**config.mk**
```make
export PLATFORM = sky130hd
export DESIGN_NAME = eifl_top
export DESIGN_NICKNAME = d
export VERILOG_FILES = /design/src/eifl_pkg.sv /design/src/eifl_top.sv
export VERILOG_INCLUDE_DIRS = /design/src
export SDC_FILE = /design/constraint.sdc
export NUM_CORES = 1
export LEC_CHECK = 0
export BUFFER_PORTS_ARGS = -buffer_cell sky130_fd_sc_hd__buf_2
export CAP_MARGIN = 10
export CORE_AREA = 2 2 88 48
export DETAILED_ROUTE_END_ITERATION = 12
export DIE_AREA = 0 0 90 50
export GPL_TIMING_DRIVEN = 0
export PLACE_DENSITY = 0.71
export SYNTH_ARGS = -nofsm -noshare
export SYNTH_HDL_FRONTEND = slang
export SYNTH_SLANG_ARGS = --single-unit
```
**constraint.sdc**
```tcl
create_clock -name i_sys_clk -period 1.5 [get_ports i_sys_clk]
set_clock_uncertainty 0.05 [all_clocks]
set_input_delay 0.15 -clock i_sys_clk [delete_from_list [all_inputs] [get_ports i_sys_clk]]
set_output_delay 0.15 -clock i_sys_clk [all_outputs]
set_load 0.03 [all_outputs]
```
**src/eifl_regs.svh**
```systemverilog
// register offsets, bit positions and reset values of the external interrupt flag logic
// assumes an 8-bit special-function register space and a 16-bit external register space
`ifndef EIFL_REGS_SVH
`define EIFL_REGS_SVH
`define EIFL_CORE_FLAGS_ADDR 8'hC0
`define EIFL_SRC_A_ADDR 8'hE8
`define EIFL_SRC_B_ADDR 8'hF8
`define EIFL_FLASH_STAT_ADDR 16'h2702
`define EIFL_IRQ_LEVELS_ADDR 16'h2707
`define EIFL_CORE_IRQ2_BIT 1
`define EIFL_CORE_IRQ6_BIT 5
`define EIFL_FLASH_WR_BIT 1
`define EIFL_XFER_BIT 0
`define EIFL_RTC_SEC_BIT 1
`define EIFL_RTC_MIN_BIT 2
`define EIFL_TEMP_BIT 3
`define EIFL_RTC_ALARM_BIT 4
`define EIFL_PULSE_Y_BIT 5
`define EIFL_PULSE_X_BIT 6
`define EIFL_EEPROM_BIT 7
`define EIFL_SERIAL_BIT 7
`define EIFL_PULSE_W_BIT 4
`define EIFL_PULSE_V_BIT 3
`define EIFL_SRC_A_USED 8'hFF
`define EIFL_SRC_B_USED 8'h98
`define EIFL_CORE_FLAGS_RST 8'h00
`define EIFL_SRC_RST 8'h00
`define EIFL_INT2_INPUT 2
`define EIFL_INT6_INPUT 6
`endif

```
**src/eifl_pkg.sv**
```systemverilog
// types shared by the external interrupt flag logic
// assumes eifl_regs.svh supplies the numeric constants
package eifl_pkg;
  // one event input per source flag
  typedef enum {
    EIFL_SRC_XFER,
    EIFL_SRC_RTC_SEC,
    EIFL_SRC_RTC_MIN,
    EIFL_SRC_TEMP,
    EIFL_SRC_RTC_ALARM,
    EIFL_SRC_SERIAL,
    EIFL_SRC_EEPROM,
    EIFL_SRC_PULSE_X,
    EIFL_SRC_PULSE_Y,
    EIFL_SRC_PULSE_W,
    EIFL_SRC_PULSE_V,
    EIFL_SRC_COUNT
  } eifl_src_type;
endpackage

```
**src/eifl_top.sv**
```systemverilog
// external interrupt source flags, core flags for int2/int6, live interrupt levels, flash write status
// assumes the core's special-function port and external register read port are synchronous to i_sys_clk
`timescale 1ns/1ps
`include "eifl_regs.svh"

module eifl_top #(
  parameter int SRC_N = 11,
  parameter int INT_N = 7
) (
  // clock and reset
  input wire logic i_sys_clk,
  input wire logic i_rst,
  // source events, one-cycle pulses
  input wire logic [SRC_N-1:0] i_src_evt,
  // live interrupt inputs 0 to 6 and core vector acknowledges
  input wire logic [INT_N-1:0] i_int_lvl,
  input wire logic i_vec_irq2,
  input wire logic i_vec_irq6,
  // flash write permission from the security logic
  input wire logic i_flash_write_permitted,
  // special-function register port
  input wire logic [7:0] i_sfr_addr,
  input wire logic i_sfr_wr,
  input wire logic [7:0] i_sfr_wdata,
  input wire logic i_sfr_rd,
  output logic [7:0] o_sfr_rdata,
  // external register read port
  input wire logic [15:0] i_x_addr,
  input wire logic i_x_rd,
  output logic [7:0] o_x_rdata,
  // core-level pending flags
  output logic o_core_irq2_flag,
  output logic o_core_irq6_flag
);

  logic [7:0] src_a_r, src_a_nxt;
  logic [7:0] src_b_r, src_b_nxt;
  logic [7:0] core_r, core_nxt;
  logic [7:0] sfr_rdata_r, sfr_rdata_nxt;
  logic [7:0] x_rdata_r, x_rdata_nxt;
  logic int2_d_r, int6_d_r;
  logic [7:0] set_a, set_b;
  logic irq2_set, irq6_set;

  // place an event bit into an 8-bit flag image
  function automatic logic [7:0] eifl_bit(input logic en, input int pos);
    logic [7:0] v;
    v = 8'h00;
    v[pos[2:0]] = en;
    return v;
  endfunction

  // set wins over a written zero; unused bits stay zero
  function automatic logic [7:0] eifl_flag_next(input logic [7:0] cur, input logic [7:0] set,
                                                input logic wr, input logic [7:0] wd,
                                                input logic [7:0] used);
    return (set | (wr ? wd : cur)) & used;
  endfunction

  // event to bit mapping of the two source flag registers
  always_comb begin
    set_a = eifl_bit(i_src_evt[eifl_pkg::EIFL_SRC_XFER], `EIFL_XFER_BIT)
          | eifl_bit(i_src_evt[eifl_pkg::EIFL_SRC_RTC_SEC], `EIFL_RTC_SEC_BIT)
          | eifl_bit(i_src_evt[eifl_pkg::EIFL_SRC_RTC_MIN], `EIFL_RTC_MIN_BIT)
          | eifl_bit(i_src_evt[eifl_pkg::EIFL_SRC_TEMP], `EIFL_TEMP_BIT)
          | eifl_bit(i_src_evt[eifl_pkg::EIFL_SRC_RTC_ALARM], `EIFL_RTC_ALARM_BIT)
          | eifl_bit(i_src_evt[eifl_pkg::EIFL_SRC_PULSE_Y], `EIFL_PULSE_Y_BIT)
          | eifl_bit(i_src_evt[eifl_pkg::EIFL_SRC_PULSE_X], `EIFL_PULSE_X_BIT)
          | eifl_bit(i_src_evt[eifl_pkg::EIFL_SRC_EEPROM], `EIFL_EEPROM_BIT);
    set_b = eifl_bit(i_src_evt[eifl_pkg::EIFL_SRC_SERIAL], `EIFL_SERIAL_BIT)
          | eifl_bit(i_src_evt[eifl_pkg::EIFL_SRC_PULSE_W], `EIFL_PULSE_W_BIT)
          | eifl_bit(i_src_evt[eifl_pkg::EIFL_SRC_PULSE_V], `EIFL_PULSE_V_BIT);
  end

  // core flags follow rising edges of the int2 and int6 inputs
  assign irq2_set = i_int_lvl[`EIFL_INT2_INPUT] & ~int2_d_r;
  assign irq6_set = i_int_lvl[`EIFL_INT6_INPUT] & ~int6_d_r;

  // flag state next values
  always_comb begin
    logic wr_a, wr_b, wr_c;
    wr_a = i_sfr_wr && (i_sfr_addr == `EIFL_SRC_A_ADDR);
    wr_b = i_sfr_wr && (i_sfr_addr == `EIFL_SRC_B_ADDR);
    wr_c = i_sfr_wr && (i_sfr_addr == `EIFL_CORE_FLAGS_ADDR);
    src_a_nxt = eifl_flag_next(src_a_r, set_a, wr_a, i_sfr_wdata, `EIFL_SRC_A_USED);
    src_b_nxt = eifl_flag_next(src_b_r, set_b, wr_b, i_sfr_wdata, `EIFL_SRC_B_USED);
    core_nxt = wr_c ? i_sfr_wdata : core_r;
    // a vector clear takes the flag down unless a new edge arrives in the same cycle
    if (i_vec_irq2) begin
      core_nxt[`EIFL_CORE_IRQ2_BIT] = 1'b0;
    end
    if (i_vec_irq6) begin
      core_nxt[`EIFL_CORE_IRQ6_BIT] = 1'b0;
    end
    if (irq2_set) begin
      core_nxt[`EIFL_CORE_IRQ2_BIT] = 1'b1;
    end
    if (irq6_set) begin
      core_nxt[`EIFL_CORE_IRQ6_BIT] = 1'b1;
    end
  end

  always_ff @(posedge i_sys_clk) begin
    if (i_rst) begin
      src_a_r <= `EIFL_SRC_RST;
      src_b_r <= `EIFL_SRC_RST;
      core_r <= `EIFL_CORE_FLAGS_RST;
      int2_d_r <= 1'b0;
      int6_d_r <= 1'b0;
    end else begin
      src_a_r <= src_a_nxt;
      src_b_r <= src_b_nxt;
      core_r <= core_nxt;
      int2_d_r <= i_int_lvl[`EIFL_INT2_INPUT];
      int6_d_r <= i_int_lvl[`EIFL_INT6_INPUT];
    end
  end

  // read data next values; unmapped addresses and idle cycles read zero
  always_comb begin
    sfr_rdata_nxt = 8'h00;
    if (!i_sfr_rd) begin
      sfr_rdata_nxt = 8'h00;
    end else if (i_sfr_addr == `EIFL_SRC_A_ADDR) begin
      sfr_rdata_nxt = src_a_r;
    end else if (i_sfr_addr == `EIFL_SRC_B_ADDR) begin
      sfr_rdata_nxt = src_b_r;
    end else if (i_sfr_addr == `EIFL_CORE_FLAGS_ADDR) begin
      sfr_rdata_nxt = core_r;
    end
    x_rdata_nxt = 8'h00;
    if (!i_x_rd) begin
      x_rdata_nxt = 8'h00;
    end else if (i_x_addr == `EIFL_FLASH_STAT_ADDR) begin
      x_rdata_nxt = eifl_bit(i_flash_write_permitted, `EIFL_FLASH_WR_BIT);
    end else if (i_x_addr == `EIFL_IRQ_LEVELS_ADDR) begin
      // sampled straight from the pins at the read; nothing holds a short pulse
      x_rdata_nxt = {1'b0, i_int_lvl};
    end
  end

  always_ff @(posedge i_sys_clk) begin
    if (i_rst) begin
      sfr_rdata_r <= 8'h00;
      x_rdata_r <= 8'h00;
    end else begin
      sfr_rdata_r <= sfr_rdata_nxt;
      x_rdata_r <= x_rdata_nxt;
    end
  end

  assign o_sfr_rdata = sfr_rdata_r;
  assign o_x_rdata = x_rdata_r;
  assign o_core_irq2_flag = core_r[`EIFL_CORE_IRQ2_BIT];
  assign o_core_irq6_flag = core_r[`EIFL_CORE_IRQ6_BIT];
endmodule // eifl_top

```
==> run_results.csv, run 1 <==
group,metric,value,unit
finish,area_growth,36.77,%
clock_tree,cts_h_tree_depth,2,
placement,placed_area,1881,um^2
grt,first_global_vias,1187,
clock_tree,cts_tree,"built",
route,detail-route-antenna-nets,0,
clock_tree,numClockSinks,36,
synthesis,synthCells,151,
placement,io_buffer_count,74,
route,routed_via_density,4.690,
placement,dp_worst_setup_slack,-0.1772,ns
die,placeableCoreArea,3724,um^2
worst_setup_path,r2r-end,"o_sfr_rdata[7]",
die,die_height,50,um
sta,worst_slew_margin_rel,0.6243,
sta,period_needed,1.303,ns
synthesis,synth_seq_area_share,0.4996,
die,ios,76,
pwr,power.static_leakage,0.9932,nW
synthesis,ys_async_sr_fraction,0,
die,floorplan.rows,16,
sta,drv_slew,0,
worst_setup_path,critPathKind,"in2reg",
grt,track_usage,0.1649,
grt,grt_start_max_net_pins,11,
die,start_util,0.3874,
synthesis,synth_enable_flop_cells,0,
finish,fill_cells,391,
clock_tree,cts_root_buffer,"sky130_fd_sc_hd__clkbuf_8",
finish,fin_nets,290,
worst_hold_path,timing.hold.worst.class,"in2reg",
worst_setup_path,slowest_cell_on_crit_path,"sky130_fd_sc_hd__nor3_1",
worst_setup_path,critPathBufInv,1,
worst_setup_path,crit_chain,"buf_2 -> nor4bb_1 -> nand3_1 -> nor3_1 -> and2_1",
synthesis,syn_area_per_cell,9.554,um^2
synthesis,distinct_cell_type_count_after_synthesis,29,
job,maxCapViolCount,0,
pwr,vdd_drop_max,0.0004868,V
finish,final_util,0.5299,
route,drt_pass1_iterations,4,
finish,postLayoutCellArea,1973,um^2
synthesis,synth_ff_type,"sky130_fd_sc_hd__dfxtp_1",
grt,globalRouteOverflowTotal,0,
worst_setup_path,cp.arrival,1.48,ns
grt,grt_first_pass_wirelength,5.589,mm
synthesis,synth_fp_nets,209,
clock_tree,clk_pin_slew_worst_paths,0.06,ns
pwr,design_power_total,0.001890,W
worst_hold_path,timing.hold.worst.start,"i_int_lvl[0]",
die,die_w,90,um
synthesis,post_synthesis_instance_area,1443,um^2
die,die_area,4500,um^2
route,wl_per_cell,12.35,um
clock_tree,cts_buffer_depth,2,
route,via_count,1346,
finish,antenna_cells,0,
worst_setup_path,critPathCaptureType,"flip-flop",
sta,fmaxAchievable,767.6,MHz
clock_tree,worstSkewPairLatency,0.29,ns
worst_setup_path,timing.rr.start,"src_a_r[7]",
clock_tree,cts_made_buffers,5,
status,outcome,"completed",
synthesis,number_of_warning_messages_in_the_yosys_log,0,
route,route.final.wire_length,3.545,mm
clock_tree,cts_hold_buf,0,
sta,rsz0062_at_grt,"no",
route,drcViolationCount,0,
worst_setup_path,timing.reg2reg.setup_slack,0.66,ns
placement,gp_congestion,0.8225,
worst_setup_path,startpoint_type,"input pin",
pwr,power.density_cell_area,957.6,nW/um^2
sta,tightest_slew,0.5593,ns
worst_setup_path,worst-path-stages,5,
worst_setup_path,crit_start,"i_rst",
worst_setup_path,cpPeakStageDelay,0.51,ns
worst_setup_path,kind_of_cell_adding_the_most_delay_to_the_critical_path,"simple AND/OR/NAND/NOR gates",
sta,setup_viol_count_final,0,
sta,final_critical_path_setup_slack,0.1972,ns
finish,layout_cell_share_with_drive_strength_beyond_1,0.3691,
grt,grt_antenna_before_repair,0,
worst_setup_path,setup.worst_path.end,"o_x_rdata[2]",
sta,finalCritPeriodShare,0.8685,
synthesis,synth_seq_cells,36,
route,drt_iter0_markers,70,
worst_setup_path,worst-path-max-fanout,6,
sta,finalHoldViolations,0,
worst_setup_path,required,1.68,ns
worst_setup_path,timing.reg2reg.worst_path_depth,3,
[through the flow]
stage | TNS (ns) | hold slack, ns | cells
2_1_floorplan | 0 | 0.2204 | 151
3_3_place_gp | -1.896 | 0.3045 | 279
3_5_place_dp | -2.173 | 0.3053 | 279
4_1_cts | 0 | 0.008354 | 287
5_1_grt | 0 | 0.003638 | 287
6_report | 0 | 0.01248 | 287
[worst min-delay path by stage]
stage	depth (start not counted)	to
floorplan	2	int2_d_r
global placement	2	o_x_rdata[0]
detailed placement	2	o_x_rdata[0]
CTS	2	o_x_rdata[0]
global route	2	o_x_rdata[0]
finish	2	o_x_rdata[0]
[placed cells by master, fill, tap and decap left out, drive strengths merged, types with 7 or more instances in the layout]
| cell type | Yosys | layout |
|---|---|---|
| clkbuf | 3 | 11 |
| a21oi | 11 | 11 |
| dfxtp | 36 | 36 |
| a22oi | 8 | 8 |
| mux2i | 17 | 17 |
| inv | 13 | 13 |
| buf | 3 | 77 |
| and2 | 8 | 8 |
| nand3 | 7 | 7 |
| nor2 | 14 | 14 |
[routing by layer]
layer,wire [um],part of all wire,up-vias,GRT usage
met2,1347,0.38,47,0.2055
met5,0,0,-,0
li1,-,-,685,-
met3,260,0.073,3,0.07798
met4,21,0.0059,0,0.04615
met1,1915,0.54,611,0.2439
[where the power goes]
part | switching (W) | total, W | internal (W)
clock network | 0.000321 | 0.000696 | 0.000374
registers | 0.0000151 | 0.00100 | 0.000985
logic | 0.0000983 | 0.000194 | 0.0000961
total | 0.000435 | 0.00189 | 0.00145
[cell families (layout without fill, tap and decap cells)]
group	after synthesis	in the layout	share of synthesized area
mux	17	17	0.1180
other cells	1	1	0.002599
buf+inv	19	101	0.05550
compound gates	25	25	0.1067
simple gates	53	53	0.2177
flops	36	36	0.4996
[cells in the mapped netlist (2+ instances only)]
cell type,count,area (um^2)
sky130_fd_sc_hd__o21ai_0,3,15.01
sky130_fd_sc_hd__nand2_1,4,15.01
sky130_fd_sc_hd__and2_1,8,50.05
sky130_fd_sc_hd__nor2_1,14,52.55
sky130_fd_sc_hd__a22oi_1,8,60.06
sky130_fd_sc_hd__nand2b_1,2,12.51
sky130_fd_sc_hd__nor4bb_1,2,20.02
sky130_fd_sc_hd__buf_4,2,15.01
sky130_fd_sc_hd__inv_1,13,48.80
sky130_fd_sc_hd__nor3_1,3,15.01
sky130_fd_sc_hd__clkbuf_1,3,11.26
sky130_fd_sc_hd__nand3_1,7,35.03
sky130_fd_sc_hd__dfxtp_1,36,720.7
sky130_fd_sc_hd__a21oi_1,11,55.05
sky130_fd_sc_hd__mux2i_1,17,170.2
sky130_fd_sc_hd__o221ai_1,2,17.52
sky130_fd_sc_hd__nor2b_1,4,25.02
[flip-flops by register name, indices dropped and copies added, names as in the netlist]
register / count
int6_d_r: 1
src_a_r: 8
o_x_rdata: 7
core_r: 8
o_sfr_rdata: 8
int2_d_r: 1
src_b_r: 3
[what timing repair did]
| item | in CTS | in global routing |
|---|---|---|
| endpoints found under the hold margin | 0 | 0 |
| resized for setup | 0 | 1 |
| setup endpoints to repair | 0 | 4 |
| setup buffers | 0 | 0 |
[layout make-up]
cell class	instances	area, um^2	area share
Sequential cell	36	720.7	0.3653
Multi-Input combinational cell	96	644.4	0.3266
Timing Repair Buffer	74	370.4	0.1877
Clock buffer	8	90.09	0.04566
Tap cell	54	67.56	0.03424
Inverter	13	48.80	0.02473
Buffer	6	31.28	0.01585
No activity file was read; power rests on OpenSTA's default activity.
==> run 2: changes to the inputs <==
- clock period: 1.5 -> 1.2 ns (I/O delays scaled with it)
==> run 2 against run 1 <==
Power rose by 28%. Sequential share of layout area is 2.3 points lower. Sequential power increased by 25%. Clock-buffer cell count down 1. Flip-flop and latch count unchanged. Worst hold slack worse by 0.0033 ns. Register-to-register slack got worse by 0.31 ns. Cell count grew 2.8%. Largest power group unchanged.
==> run_results.csv, run 2 (synthesis results as in run 1) <==
group,metric,value,unit
sta,finalHoldViolations,0,
finish,multi_input_area,676.9,um^2
pwr,power.density_cell_area,1153,nW/um^2
sta,setup_tns_after_final_layout,0,ns
sta,drv_slew,0,
clock_tree,numClockSinks,36,
clock_tree,clk_pin_slew_worst_paths,0.07,ns
die,die_w,90,um
finish,layout_cell_share_with_drive_strength_beyond_1,0.3900,
sta,fmaxAchievable,852.3,MHz
grt,grt_start_max_net_pins,11,
sta,setup_viol_count_final,0,
die,placeableCoreArea,3724,um^2
worst_setup_path,timing.rr.start,"src_a_r[4]",
worst_setup_path,critPathKind,"in2reg",
grt,grt_first_pass_wirelength,6.113,mm
job,maxCapViolCount,0,
sta,finalCritPeriodShare,0.9777,
grt,globalRouteOverflowTotal,0,
pwr,vdd_drop_max,0.0005428,V
route,route.final.wire_length,3.907,mm
die,floorplan.rows,16,
placement,gp_congestion,0.9081,
pwr,power.static_leakage,1.058,nW
sta,period_needed,1.173,ns
placement,io_buffer_count,74,
die,die_area,4500,um^2
die,die_height,50,um
route,wl_per_cell,13.24,um
worst_hold_path,timing.hold.worst.class,"in2reg",
worst_setup_path,worst-path-max-fanout,3,
clock_tree,worstSkewPairLatency,0.29,ns
worst_setup_path,cp.arrival,1.28,ns
worst_setup_path,slowest_cell_on_crit_path,"sky130_fd_sc_hd__or4_4",
worst_setup_path,crit_start,"i_sfr_addr[0]",
finish,fill_cells,363,
worst_setup_path,cpPeakStageDelay,0.50,ns
placement,dp.final_hpwl,2.870,mm
finish,layout_common_cells,"74 x sky130_fd_sc_hd__buf_2, 36 x sky130_fd_sc_hd__dfxtp_1, 16 x sky130_fd_sc_hd__mux2i_1",
route,routed_via_density,4.739,
clock_tree,cts_tree,"built",
route,drt_iter0_markers,73,
route,via_count,1398,
route,drt_pass1_iterations,4,
die,start_util,0.3874,
finish,final-seq-area,720.7,um^2
pwr,design_power_total,0.002427,W
worst_setup_path,startpoint_type,"input pin",
grt,grt_antenna_before_repair,0,
clock_tree,cts_buffer_depth,2,
finish,layout.cells.most_common,"sky130_fd_sc_hd__buf_2",
finish,fin_nets,299,
status,outcome,"completed",
route,detail-route-antenna-nets,0,
worst_setup_path,critPathBufInv,2,
worst_setup_path,kind_of_cell_adding_the_most_delay_to_the_critical_path,"simple AND/OR/NAND/NOR gates",
route,drcViolationCount,0,
worst_setup_path,crit_chain,"buf_2 -> nand3b_1 -> or4_4 -> buf_6 -> mux2i_1 -> a21oi_1",
finish,antenna_cells,0,
clock_tree,cts_root_buffer,"sky130_fd_sc_hd__clkbuf_8",
worst_setup_path,required,1.31,ns
die,ios,76,
grt,first_global_vias,1218,
worst_hold_path,timing.hold.worst.start,"i_src_evt[1]",
clock_tree,cts_made_buffers,5,
grt,track_usage,0.1808,
clock_tree,cts_h_tree_depth,2,
worst_setup_path,critPathCaptureType,"flip-flop",
finish,area_growth,45.97,%
## run 2: report_power, final
part | switching, W | internal (W)
Sequential | 0.0000198 | 0.00123
Combinational | 0.000136 | 0.000139
Clock | 0.000391 | 0.000510
Total | 0.000547 | 0.00188
## run 2: final cells by class
type | count | share of cell area
plain buffers | 6 | 0.01901
clock buffers | 7 | 0.04575
repair buffers | 83 | 0.2163
well taps | 54 | 0.03209
inverters | 13 | 0.02317
multi-input cells | 96 | 0.3214
flip-flops and latches | 36 | 0.3422
## run 2: per-layer routing
metal  routed length [um]  part of all wire  GRT usage  vias to the layer above
met5                    0                 0          0                        -
met3                  330             0.084    0.07187                        7
met4                   48             0.012    0.06154                        0
met2                 1535              0.39     0.2393                       52
met1                 1993              0.51     0.2615                      638
li1                     -                 -          -                      701
## run 2: worst register-to-register path, cell delays in order, from the launching register on
cell                      delay, ns
sky130_fd_sc_hd__dfxtp_1       0.33
sky130_fd_sc_hd__a22oi_1       0.16
sky130_fd_sc_hd__o21ai_0       0.08
sky130_fd_sc_hd__nor2b_1       0.13
## run 2: final timing paths
kind / cells past startpoint / slack, ns / end
worst max-delay path: 6 / 0.03 / src_b_r[7]
worst min-delay path: 3 / 0.009 / src_a_r[1]
worst max register to register: 3 / 0.35 / o_sfr_rdata[4]
worst min register to register: 1 / 0.43 / core_r[5]
## run 2: stage by stage
step           cells  hold WS, ns  area [um^2]  utilization  setup slack, ns
6_report         295     0.009168         2106       0.5655          0.02675
5_1_grt          295     0.005361         2106       0.5655         -0.01871
4_1_cts          293     0.002706         2063       0.5541          0.01451
3_5_place_dp     279       0.2774         1883       0.5057          -0.3878
3_3_place_gp     279       0.2736         1883       0.5057          -0.3455
2_1_floorplan    151       0.1904         1445            -         -0.04165
## run 2: what timing repair did
action / 4_1_cts / 5_1_grt
resized for setup: 2 / 10
pin swaps: 1 / 1
hold buffers: 7 / 0
setup endpoints to repair: 14 / 17
hold endpoints to repair: 7 / 0
buffers inserted: 0 / 2
